**config.mk**
```make
export PLATFORM = sky130hd
export DESIGN_NAME = smc_top
export DESIGN_NICKNAME = d
export VERILOG_FILES = /design/src/design/smc_pkg.sv /design/src/design/smc_top.sv
export SDC_FILE = /design/constraint.sdc
export NUM_CORES = 1
export LEC_CHECK = 0
export BUFFER_PORTS_ARGS = -buffer_cell sky130_fd_sc_hd__buf_4
export CAP_MARGIN = 20
export CORE_ASPECT_RATIO = 1.1
export CORE_MARGIN = 2
export CORE_UTILIZATION = 45
export DETAILED_ROUTE_END_ITERATION = 8
export GPL_ROUTABILITY_DRIVEN = 0
export HOLD_SLACK_MARGIN = 0.08
export PLACE_DENSITY = 0.67
export SYNTH_ARGS = -nofsm -noshare
export SYNTH_HDL_FRONTEND = slang
export SYNTH_SLANG_ARGS = --single-unit
export TNS_END_PERCENT = 50
```
**constraint.sdc**
```tcl
create_clock -name clk -period 4.1 [get_ports clk]
set_input_delay 0.82 -clock clk [delete_from_list [all_inputs] [get_ports clk]]
set_output_delay 0.82 -clock clk [all_outputs]
set_load 0.02 [all_outputs]
```
**src/design/smc_pkg.sv**
```systemverilog
// constants and types for the smbus configuration and start-detect block
package smc_pkg;
  localparam logic [7:0] ADDR_PORT1_CONFIG = 8'hc1;
  localparam logic [7:0] ADDR_TIMING_PIN_CTRL = 8'hc7;
  localparam logic [3:0] PAGE_PORT1_CONFIG = 4'hf;
  localparam logic [7:0] CONFIG_RESET = 8'h00;
  localparam logic [7:0] TIMING_RESET = 8'h00;
  // port1_config fields
  localparam int CF_ENABLE = 7;
  localparam int CF_INHIBIT = 6;
  localparam int CF_BUSY = 5;
  localparam int CF_EXTEND = 4;
  localparam int CF_TOE = 3;
  localparam int CF_FTE = 2;
  localparam int CF_CS_LO = 0;
  // timing_and_pin_control fields
  localparam int TC_SWAP1 = 7;
  localparam int TC_SWAP0 = 6;
  localparam int TC_WIN1_LO = 2;
  localparam int TC_WIN0_LO = 0;
  // clock-source select codes
  localparam logic [1:0] CS_T0 = 2'h0;
  localparam logic [1:0] CS_T5 = 2'h1;
  localparam logic [1:0] CS_T2H = 2'h2;
  localparam logic [1:0] CS_T2L = 2'h3;
  // sda timing in system clocks
  localparam logic [3:0] HOLD_NORMAL = 4'h3;
  localparam logic [3:0] HOLD_EXTEND = 4'hc;
  localparam logic [3:0] SETUP_EXTEND = 4'hb;
  // bus free after more than this many source periods with both lines high
  localparam logic [3:0] FREE_PERIODS = 4'ha;
  // least sda-fall to scl-fall spacing per window code, in system clocks
  localparam logic [3:0] WIN_00 = 4'h1;
  localparam logic [3:0] WIN_01 = 4'h3;
  localparam logic [3:0] WIN_10 = 4'h5;
  localparam logic [3:0] WIN_11 = 4'h9;

  typedef struct packed {
    logic data;
    logic clock;
  } smc_line_t;

  typedef struct packed {
    logic [7:0] rdata;
    logic [7:0] cfg;
    logic [7:0] tc;
    logic busy;
    logic [3:0] sync1;
    logic [3:0] sync2;
    smc_line_t [1:0] prev;
    logic [1:0][3:0] fall_cnt;
    logic [1:0] start;
    logic stop;
    logic [3:0] free_cnt;
    logic [3:0] hold_cnt;
    logic [3:0] setup_cnt;
    logic p1_sda_low;
    logic [3:0] pin_oe;
    logic [3:0] pin_o;
    logic reload_hi;
    logic reload_lo;
    logic rate_tick;
    logic irq;
  } smc_state_t;
endpackage

```
**src/design/smc_top.sv**
```systemverilog
// smbus port configuration, timing control and start detection
// Operation
// - enabled port watches its data and clock
// - inhibit masks slave interrupts, master ones pass
// - busy set on transfer, cleared stop/free
// - extension bit picks normal or extended timing
// - extended: setup 11, hold 12; else hold 3
// - timeout: reload while clock high, count low
// - split mode: only high byte held reloading
// - free when both lines high over 10 periods
// - source select: t0, t5, t2 high, t2 low
// - port1 swap reverses data and clock pins
// - port0 swap reverses data and clock pins
// - start needs sda fall before scl by window
// - port1 window: 0-1, 2-3, 4-5, 8-9 clocks
// - port0 window uses the same encoding
`timescale 1ns/1ns
`default_nettype none
module smc_top
  import smc_pkg::*;
(
  // clock and reset
  input wire logic clk,
  input wire logic nrst,
  // special function register port
  input wire logic [7:0] sfr_addr,
  input wire logic [3:0] sfr_page,
  input wire logic sfr_wr,
  input wire logic sfr_rd,
  input wire logic [7:0] sfr_wdata,
  output logic [7:0] sfr_rdata,
  // pins: bit0 port0 low, bit1 port0 high, bit2 port1 low, bit3 port1 high
  input wire logic [3:0] pin_i,
  output logic [3:0] pin_o,
  output logic [3:0] pin_oe,
  // transfer engine side
  input wire logic port0_enable,
  input wire smc_line_t p0_drive_low,
  input wire smc_line_t p1_drive_low,
  input wire logic slave_event,
  input wire logic master_event,
  input wire logic transfer_begin,
  output logic [1:0] start_detect,
  output logic stop_detect,
  output logic transfer_active_flag,
  output logic irq,
  // timers
  input wire logic [3:0] timer_ovf,
  input wire logic timeout_split_mode,
  output logic timer_reload_hi,
  output logic timer_reload_lo,
  output logic bitrate_tick
);

  smc_state_t s_r;
  smc_state_t s_nxt;

  function automatic logic [3:0] win_min(input logic [1:0] code);
    unique case (code)
      2'h0: win_min = WIN_00;
      2'h1: win_min = WIN_01;
      2'h2: win_min = WIN_10;
      2'h3: win_min = WIN_11;
    endcase
  endfunction

  // swap=0: data on the low pin, clock on the high pin
  function automatic smc_line_t route_in(input logic [1:0] pins, input logic swap);
    route_in.data = swap ? pins[1] : pins[0];
    route_in.clock = swap ? pins[0] : pins[1];
  endfunction

  function automatic logic [1:0] route_out(input smc_line_t ln, input logic swap);
    route_out = swap ? {ln.data, ln.clock} : {ln.clock, ln.data};
  endfunction

  smc_line_t cur [2];
  logic [1:0] en;
  logic [1:0] swap;
  logic [1:0][1:0] win;
  logic ext;
  logic src_tick;
  logic [3:0] hold_len;
  logic p1_scl_low;

  always_comb
  begin
    s_nxt = s_r;
    swap = {s_r.tc[TC_SWAP1], s_r.tc[TC_SWAP0]};
    win[1] = s_r.tc[TC_WIN1_LO +: 2];
    win[0] = s_r.tc[TC_WIN0_LO +: 2];
    en = {s_r.cfg[CF_ENABLE], port0_enable};
    ext = s_r.cfg[CF_EXTEND];
    cur[0] = route_in(s_r.sync2[1:0], swap[0]);
    cur[1] = route_in(s_r.sync2[3:2], swap[1]);

    // register port; busy is read-only
    if (sfr_wr && sfr_addr == ADDR_PORT1_CONFIG && sfr_page == PAGE_PORT1_CONFIG)
    begin
      s_nxt.cfg = sfr_wdata;
    end
    // reserved bits stored as written
    if (sfr_wr && sfr_addr == ADDR_TIMING_PIN_CTRL)
    begin
      s_nxt.tc = sfr_wdata;
    end
    if (sfr_rd && sfr_addr == ADDR_PORT1_CONFIG && sfr_page == PAGE_PORT1_CONFIG)
    begin
      s_nxt.rdata = s_r.cfg;
      s_nxt.rdata[CF_BUSY] = s_r.busy;
    end
    else if (sfr_rd && sfr_addr == ADDR_TIMING_PIN_CTRL)
    begin
      s_nxt.rdata = s_r.tc;
    end
    else if (sfr_rd)
    begin
      s_nxt.rdata = 8'h00;
    end

    // pin synchroniser
    s_nxt.sync1 = pin_i;
    s_nxt.sync2 = s_r.sync1;

    // start watch for both ports, stop watch for port1 only
    s_nxt.start = 2'h0;
    s_nxt.stop = 1'b0;
    for (int p = 0; p < 2; p++)
    begin
      s_nxt.prev[p] = cur[p];
      if (!en[p])
      begin
        s_nxt.fall_cnt[p] = 4'h0;
      end
      else if (cur[p].clock && s_r.prev[p].data && !cur[p].data)
      begin
        s_nxt.fall_cnt[p] = 4'h1;
      end
      else if (cur[p].clock && !cur[p].data && s_r.fall_cnt[p] != 4'h0
               && s_r.fall_cnt[p] != 4'hf)
      begin
        s_nxt.fall_cnt[p] = s_r.fall_cnt[p] + 4'h1;
      end
      else if (!cur[p].clock || cur[p].data)
      begin
        s_nxt.fall_cnt[p] = 4'h0;
      end
      // scl falls while sda low long enough
      if (en[p] && s_r.prev[p].clock && !cur[p].clock && !cur[p].data
          && s_r.fall_cnt[p] >= win_min(win[p]))
      begin
        s_nxt.start[p] = 1'b1;
      end
    end
    if (en[1] && cur[1].clock && !s_r.prev[1].data && cur[1].data)
    begin
      s_nxt.stop = 1'b1;
    end

    // clock source and free timeout
    unique case (s_r.cfg[CF_CS_LO +: 2])
      CS_T0: src_tick = timer_ovf[0];
      CS_T5: src_tick = timer_ovf[1];
      CS_T2H: src_tick = timer_ovf[2];
      CS_T2L: src_tick = timer_ovf[3];
    endcase
    s_nxt.rate_tick = en[1] & src_tick;
    if (!(cur[1].clock && cur[1].data) || !en[1])
    begin
      s_nxt.free_cnt = 4'h0;
    end
    else if (src_tick && s_r.free_cnt <= FREE_PERIODS)
    begin
      s_nxt.free_cnt = s_r.free_cnt + 4'h1;
    end

    // busy: set by start or engine, cleared by stop or free timeout
    if (!en[1])
    begin
      s_nxt.busy = 1'b0;
    end
    else if (s_nxt.start[1] || transfer_begin)
    begin
      s_nxt.busy = 1'b1;
    end
    else if (s_r.stop || (s_r.cfg[CF_FTE] && s_r.free_cnt > FREE_PERIODS))
    begin
      s_nxt.busy = 1'b0;
    end

    // scl timeout timer control
    s_nxt.reload_hi = en[1] && s_r.cfg[CF_TOE] && cur[1].clock;
    s_nxt.reload_lo = s_nxt.reload_hi && !timeout_split_mode;

    // interrupt: slave events gated by inhibit
    s_nxt.irq = en[1] && (master_event || (slave_event && !s_r.cfg[CF_INHIBIT]));

    // sda hold after scl falls, sda setup before scl release
    hold_len = ext ? HOLD_EXTEND : HOLD_NORMAL;
    if (s_r.prev[1].clock && !cur[1].clock)
    begin
      s_nxt.hold_cnt = hold_len;
    end
    else if (s_r.hold_cnt != 4'h0)
    begin
      s_nxt.hold_cnt = s_r.hold_cnt - 4'h1;
    end
    if (s_r.hold_cnt == 4'h0 && s_r.p1_sda_low != p1_drive_low.data)
    begin
      s_nxt.p1_sda_low = p1_drive_low.data;
      s_nxt.setup_cnt = ext ? SETUP_EXTEND : 4'h0;
    end
    else if (s_r.setup_cnt != 4'h0)
    begin
      s_nxt.setup_cnt = s_r.setup_cnt - 4'h1;
    end
    // hold scl low until the setup time has passed
    p1_scl_low = p1_drive_low.clock || (s_r.pin_oe[3:2] != 2'h0 && s_r.setup_cnt != 4'h0
                 && route_out('{data: s_r.p1_sda_low, clock: 1'b1}, swap[1]) != 2'h0);
    s_nxt.pin_oe[1:0] = en[0] ? route_out(p0_drive_low, swap[0]) : 2'h0;
    s_nxt.pin_oe[3:2] = en[1]
                        ? route_out('{data: s_r.p1_sda_low, clock: p1_scl_low}, swap[1])
                        : 2'h0;
    s_nxt.pin_o = 4'h0;
  end

  always_ff @(posedge clk)
  begin
    if (!nrst)
    begin
      s_r <= '0;
      s_r.cfg <= CONFIG_RESET;
      s_r.tc <= TIMING_RESET;
      s_r.sync1 <= 4'hf;
      s_r.sync2 <= 4'hf;
      s_r.prev <= '1;
    end
    else
    begin
      s_r <= s_nxt;
    end
  end

  assign sfr_rdata = s_r.rdata;
  assign pin_o = s_r.pin_o;
  assign pin_oe = s_r.pin_oe;
  assign start_detect = s_r.start;
  assign stop_detect = s_r.stop;
  assign transfer_active_flag = s_r.busy;
  assign irq = s_r.irq;
  assign timer_reload_hi = s_r.reload_hi;
  assign timer_reload_lo = s_r.reload_lo;
  assign bitrate_tick = s_r.rate_tick;

endmodule
`default_nettype wire
```
======== Yosys cells after proc, flatten, opt, wreduce, memory -nomap -nowiden ========
Cells that the tools add are included.
word-level totals
  logic and storage cells ................. 163
  register bits after elaboration ......... 73
  output and inout bits ................... 24
cells by class
  bitwise gates (word level) .............. 4
  reductions and logical operators ........ 78
  order comparisons ....................... 4
  multiplexer cells ....................... 30
  add/sub/neg operators ................... 5
  eq/ne operators ......................... 15
operators by type and width
  cell                                                  count
  2-to-1 mux 4 bit                                      12
  logical AND 1 bit                                     39
  one-hot mux 4 bit (4 select lines)                    2
  2-to-1 mux 8 bit                                      3
  equality test 8 bit, second input constant            2
  nonzero test 4 bit                                    4
  nonzero test 2 bit                                    7
  adder 4 x 1 -> 4 bit, second input constant           3
  equality test 2 bit, second input constant            6
  logical NOT 1 bit                                     9
  2-to-1 mux 1 bit                                      9
  nonzero test 3 bit                                    3
  >= comparator 4 bit                                   2
  inequality test 4 bit, second input constant          2
  subtractor 4 x 1 -> 4 bit, second input constant      2
  logical OR 1 bit                                      7
  equality test 2 x 1 -> 1 bit, second input constant   3
  logical NOT 2 bit                                     3
  2-to-1 mux 2 bit                                      3
  OR reduction 3 bit                                    2
  equality test 4 bit, second input constant            1
  greater-than comparator 4 bit, second input constant  1
  <= comparator 4 bit, second input constant            1
  logical NOT 4 bit                                     1
  other kinds (6)                                       9

======== Depth between registers and ports, before layout ========
Gate-level depths: netlist of the first run.
  word-level depth ........................ 8
  depth in mapped cells ................... 6
  depth with buffers taken out ............ 6

======== Least setup slack after synthesis of the first run ========
No wires, ideal clock.
  kind .................................... input to register
  from .................................... in sfr_addr[3]
  to ...................................... reg s_r (netlist bit en[1])
  data required time ...................... 4028 ps
  buffers on the path ..................... 2
  path slack .............................. 2208 ps
  arrival ................................. 1820 ps
  setup time .............................. 72 ps
  cell stages on the path ................. 6
  cells stage by stage .................... nor4b_2 and2_1 buf_6 and3_4 buf_12 mux2i_1
between the ends
  word-level cells in the longest chain between the ends .. 3
ends and longest elaborated chain
  element                         line            RTL
  from (decl)                     smc_top.sv:26   input wire logic [7:0] sfr_addr,
  equality test 8 bit             smc_top.sv:98   if (sfr_wr && sfr_addr == ADDR_PORT1_CONFIG && sfr_page == PAGE_PORT1_CONFIG)
  logical AND 1 bit (2 in a row)  smc_top.sv:98
  to (signal assigned)            smc_top.sv:240  s_r <= s_nxt;
  to (decl)                       smc_top.sv:55   smc_state_t s_r;
No other way between the ends.
A chain may end at the register's enable or synchronous reset.

======== Worst setup path in the final report of the first run ========
  from .................................... in sfr_addr[3]
  to ...................................... reg s_r (netlist bit ext)
Same word-level chain as after synthesis.

==> results of run 1 <==
## area by class of cell
type | instances | area, um^2
well taps | 85 | 106
flip-flops and latches | 68 | 1360
fillers | 660 | 3230
multi-input cells | 247 | 1620
repair buffers | 60 | 450
inverters | 12 | 45.0
clock inverters | 2 | 35.0
clock buffers | 12 | 155
## critical path, delay by kind of cell
kind,cells,cell delay [ps]
buffers and inverters,1,110
muxes,1,210
and+or+nand+nor,3,1150
## cells in the final DEF (no fill, tap or decap), types with 13 or more instances in the layout
cell      Yosys  final
o21ai_0      18     18
nand2b_1     15     15
ha_1         16     16
nand2_1      30     30
dfxtp_1      68     68
a31oi_1      13     13
buf_4        19     60
mux2i_1      14     14
nor2_1       26     26
nand3_1      20     20
## cell families after synthesis
kind of cell | share of synthesized area
xor gates and xnor gates | 0.0242
AOI/OAI and AO/OA | 0.128
muxes | 0.0535
and+or+nand+nor | 0.226
adders and majority gates | 0.0615
buffers and inverters | 0.0869
other | 0.00115
DFF | 0.418
## through the flow
| step | hold slack (ps) | total power, mW |
|---|---|---|
| CTS | 404 | 1.67 |
| detailed placement | 392 | 1.12 |
| finish | 401 | 1.65 |
| global route | 417 | 1.75 |
| global placement | 388 | 1.10 |
| floorplan | 386 | 1.03 |
## worst max path at each step
| stage | cells after the start | slack, ps | startpoint | end |
|---|---|---|---|---|
| 6_report | 5 | 2070 | sfr_addr[3] | ext |
| 5_1_grt | 5 | 1950 | sfr_addr[3] | en[1] |
| 4_1_cts | 5 | 2060 | sfr_addr[3] | ext |
| 3_5_place_dp | 5 | 1750 | sfr_addr[3] | s_r[57] |
| 3_3_place_gp | 5 | 1790 | sfr_addr[3] | en[1] |
| 2_1_floorplan | 6 | 2210 | sfr_addr[3] | en[1] |
## per-layer routing
metal  vias to the layer above  wire, um  track usage
met4                         0       100       0.0754
met5                         -         0            0
met2                        43      3240        0.277
met1                      1201      2890        0.222
met3                         7       236       0.0450
li1                       1308         -            -
## power by group through the flow
stage	Combinational (mW)	Sequential, mW	Clock [mW]
floorplan	0.280	0.753	0
global placement	0.340	0.760	0
detailed placement	0.356	0.761	0
CTS	0.364	0.749	0.556
global route	0.406	0.755	0.591
finish	0.358	0.750	0.542
## Yosys cell counts (all sizes together), types with 3 or more instances
| master | count |
|---|---|
| nand2 | 30 |
| xor2 | 5 |
| a31oi | 13 |
| and3 | 5 |
| inv | 12 |
| nand2b | 16 |
| a211oi | 4 |
| nor2 | 26 |
| nand3 | 20 |
| buf | 27 |
| nor2b | 5 |
| dfxtp | 68 |
| nand4 | 12 |
| and2 | 6 |
| mux2i | 14 |
| nor3 | 7 |
| o21ai | 21 |
| a21oi | 10 |
| xnor2 | 4 |
| ha | 16 |
| a31o | 3 |
| nor3b | 5 |
| or3b | 3 |
| clkbuf | 6 |
## registers in the layout, indices dropped and copies added, names as in the netlist
register and cells:
bitrate_tick 1, ext 1, timer_reload_hi 1, pin_oe 4
s_nxt 4, transfer_active_flag 1, s_r 42, start_detect 2
irq 1, timer_reload_lo 1, stop_detect 1, en 1
sfr_rdata 8
==> results list, run 1 <==
* DR pass1 iterations: 4
* Flop and latch count out of synthesis: 68
- The later pin in the worst-skew pair is clocked with a latency of 340 ps.
- Drt initial violations: 140
- In this run, post-CTS repair resized a total of 0 instances.
* Synthesized instance count: 357
- Walking the worst path, the cells encountered are buf_4 > nor4b_2 > and2_1 > and3_4 > mux2i_1.
- Vertical extent of the die: 93.2 um
* Die width: 85.1 um
- The startpoint identified for the worst register-to-register timing path is s_r[17].
* End of the worst hold path: s_r[41]
- Critical register-to-register path endpoint: s_r[17]
- For this run the aggregate overflow at the end of global routing stands at 0.
- Largest net degree at the start of global routing: 57
* Area delta synth->final: 16.0%
- Delay of the slowest cell on the worst path: 490 ps
- Via density: 5.27
* Buffers on Ports: 60
* Final sum of negative setup slack: 0 ps
* Result of the run: complete, no violations
- HPWL after DPL: 4720 um
* Maximum achievable frequency: 492 MHz
* Pre-CTS setup slack: 1750 ps
* Number of cells on the worst reg-to-reg path: 6
- The share of total power dissipated in the clock network is 0.329.
* Maximum resistive drop on vdd: 268 uV
- Worst Tran Pin Value: 597 ps
- Of all flip-flops after synthesis, the portion carrying an async set or reset was 0.
- Number of library cell types mapped by synthesis: 52
- The number of global-route vias before repair came to 2310.
* Total number of vias: 2559
* Clock net sink count: 68
- Summing all placed instances gives a cell area of 0.00358 mm^2.
* Final setup fails: 0
- Cell types with the largest area share after synthesis: dfxtp_1 42%, ha_1 6.2%, buf_4 4.4%
* Post-route non-filler standard cell count: 486
- Final core occ: 0.539
* Type of the worst setup path: input pin to register
- The final-report max-slew violation count is 0.
* Die outline area: 0.00793 mm^2
- For this design the ratio of total power to cell area is 437 mW/mm^2.
- Placed Cells: 472
- Final Cell Area: 0.00377 mm^2
- Summed over all instances, the cell type with the most area after synthesis is dfxtp_1.
- Data on the critical path arrives at its endpoint at 2290 ps.
- Cell Int Power: 1.20 mW
- Number of core rows: 32
- The worst setup path is captured at a register.
- Post-route ant nets: 0
* TritonCTS Buffers: 9
- Fraction of layout instances using a drive strength above 1: 0.217
* Reg-to-reg setup timing slack: 2440 ps
* CTS tree: built
* Placeable Area: 0.00701 mm^2
- Of the total power, the share spent switching nets is 0.275.
* Initial core utilization: 0.464
* Fin nets: 455
- Counting instances, the worst hold path has a depth of 1.
* Setup repair after global routing missed its margin: false
- Net Switching: 0.454 mW
- Hold WC Path Type: register to register
* Number of maximum-capacitance violations: 0
* Required time of the critical path: 4360 ps
- Clock-pin slew was measured on the worst setup and hold paths at 70 ps.
* Overall Global Routing Usage: 0.174
- Number of antenna violations at the first check in global routing: 0
- Number of flops mapped to enable cells by yosys: 0
* Deepest clock path buffer count: 2
* Element type at the critical path start: input pin
- After clock tree synthesis, the flow added hold-fix buffers numbering 0.
- The H-tree generated during clock tree synthesis spans 3 levels.
* Diodes inserted: 0
- Hold Fails Final Rpt: 0
- In this run the worst path has a maximum fanout of 17.
- Headroom to the max-slew limit came out at 0.598.
- Average cell area after synthesis: 9.11 um^2
- Wire length of the first global-routing pass: 10900 um
* Clock Tree Root: clkbuf_8
* Final Cycle Share: 0.496
- In the routed design, unresolved DRC markers number 0.
- Fin worst setup slack: 2070 ps
- Register area share after synthesis: 0.418
* Wirelength per Cell: 13.3 um
- The number of setup buffers added after CTS is 0.
* Synth Flop Type: dfxtp_1
* Share of total power in combinational logic: 0.217
- The worst hold path begins at s_nxt[41].
* Number of warnings reported in the yosys synthesis log: 0
- Shortest period the worst path allows: 2030 ps
- Clock Skews: 5.65 ps
- Detailed-route wire length: 6470 um
- Of the total power, registers draw 0.454.
* Top-area cell type share of the netlist area: 0.418
- Summed instance area of the synthesized netlist: 0.00325 mm^2
- The analysis attributes to cell leakage a power of 1.51 nW.
* # IOs: 65
* Standard cell with the maximum stage delay on the critical path: and2_1
No activity file was read; power rests on OpenSTA's default activity.
==> run 2, diff against run 1 <==
PLACE_DENSITY = 0.7   (was 0.67)
clock period = 1.7 ns   (was 4.1 ns; I/O delays follow)
==> run 2 against run 1 <==
  * Non-clock buffer count increased by 13
  * Global-route usage increased by 0.12 points
  * Clock power increased to 3.2 times the previous value
  * Critical path depth unchanged
  * Routed wire length increased by 2.2%
==> results list, run 2 (same netlist as run 1, synthesis figures left out) <==
- The run finished with clean final reports.
* Shortest period the worst path allows: 1570 ps
* Post-detailed-route DRC marker count: 0
- Number of core rows: 32
- Data on the critical path is required at its endpoint by 1990 ps.
* HPWL after DPL: 4930 um
- The path class of the tightest hold or removal check is input pin to register.
- Wirelength per Cell: 13.2 um
* Total number of vias: 2606
* Arrival time worst endpoint: 1860 ps
* Clock Tree Root: clkbuf_8
- Number of global-route vias before repair: 2509
* CTS clk-pin slew, worst paths: 70 ps
- Timing would allow up to 636 MHz.
- The routed design uses 3340 um of met2 wire.
- Detailed-routed wire length on met3: 274 um
* Final sum of negative setup slack: 0 ps
- s_r holds more flip-flops than any other register.
* Maximum fanout encountered on the critical timing path: 5
- The register with the most flip-flops in the layout has 42 of them.
- Fin nets: 468
- Overall Global Routing Usage: 0.175
- Detailed-route wire length: 6610 um
- Hold Fails Final Rpt: 0
- In this run the top signal layer used is met4.
- Entering global routing, the biggest net connects 25 pins.
* Top library cells by usage in the layout, fill and taps aside: 73 x buf_4, 68 x dfxtp_1, 30 x nand2_1
- Initial core utilization: 0.464
- The library cell used most frequently in the layout, excluding fill and tap cells, is buf_4.
- CTS tree: built
- Power spread over the standard cell area amounts to 1140 mW/mm^2.
* Clock insertion delay at the later pin of the skew report: 340 ps
- Number of antenna violations at the first check in global routing: 0
- Dividing the detail-routed via count by the number of cells gives 5.20.
* Final worst hold slack: 151 ps
* Maximum resistive drop on vdd: 491 uV
- Dividing the final minimum period by the clock period gives 0.924.
- The die covers 0.00793 mm^2.
* Type of the worst setup path: register to register
- The core region is 0.00701 mm^2.
* Setup repair after global routing missed its margin: false
- Fill cells in the final layout number 620.
- Element type at the critical path start: register
- The die is 93.2 um tall.
- # IOs: 65
- Clock Skews: 7.28 ps
- Max-slew violations: 0
* TritonCTS Buffers: 9
* DR pass1 iterations: 4
* Post-route ant nets: 0
* Setup bufs post-CTS: 0
* Drt initial violations: 66
* Die width: 85.1 um
- Leakage power total: 1.62 nW
- Pre-CTS setup slack: 99.4 ps
- Across the run, the number of max-cap violations was 0.
- The first global-routing pass estimated 11200 um of wire.
- Diodes inserted: 0
* Met1 layer wirelength in the final routing: 2870 um
- Nature of the critical path endpoint: register
* CTS H-Tree Depth: 3
* Final setup fails: 0
- Overflow left after global routing: 0
- Of the cells placed in the final design, the portion with a size suffix greater than 1 is 0.250.
- After layout, the worst setup slack is 129 ps.
- Buffers on Ports: 60
- Counting along the longest clock path gives a buffer depth of 2.
- The area growth from synthesis to layout is 21.6%.
- The clock drives 68 sinks.
[run 2: critical path: stages, from the launching register on]
cell	delay, ps
dfxtp_1	320
inv_1	110
ha_1	170
or3b_2	500
a221oi_1	280
o21a_1	140
[run 2: path summary, 6_finish.rpt]
| kind | from | end | slack [ps] | cells past startpoint |
|---|---|---|---|---|
| max | s_r[17] | s_r[18] | 130 | 5 |
| min | timeout_split_mode | timer_reload_lo | 150 | 2 |
| max reg2reg | s_r[17] | s_r[18] | 130 | 5 |
| min reg2reg | s_nxt[43] | s_r[43] | 410 | 1 |
[run 2: final cells by class]
class	instances	area [um^2]	share of cell area
multi-input cells	247	1630	0.411
clock buffers	13	179	0.0452
well taps	85	106	0.0269
repair buffers	73	548	0.139
inverters	12	45.0	0.0114
flip-flops and latches	68	1360	0.344
clock inverters	3	90.1	0.0228
[run 2: through the flow]
step	cell area [um^2]	util	cells	total power, mW
detailed placement	3680	0.525	485	2.77
global placement	3680	0.525	485	2.74
CTS	3950	0.564	501	4.53
floorplan	3260	-	360	2.49
global route	3960	0.564	501	4.74
finish	3960	0.564	501	4.51
[run 2: where the power goes]
group / internal (mW) / switching, mW
Clock: 1.14 / 0.613
Combinational: 0.499 / 0.452
Sequential: 1.71 / 0.101
Total: 3.35 / 1.17
[run 2: metal layers]
layer / vias up / GRT usage
met5: - / 0
met4: 0 / 0.0688
met3: 17 / 0.0494
met2: 50 / 0.304
met1: 1206 / 0.202
li1: 1333 / -
[run 2: repair_timing]
item | in CTS | in global routing
resized for setup | 0 | 2
hold endpoints to repair | 0 | 0
endpoints found under the setup margin | 0 | 4
hold buffers | 0 | 0
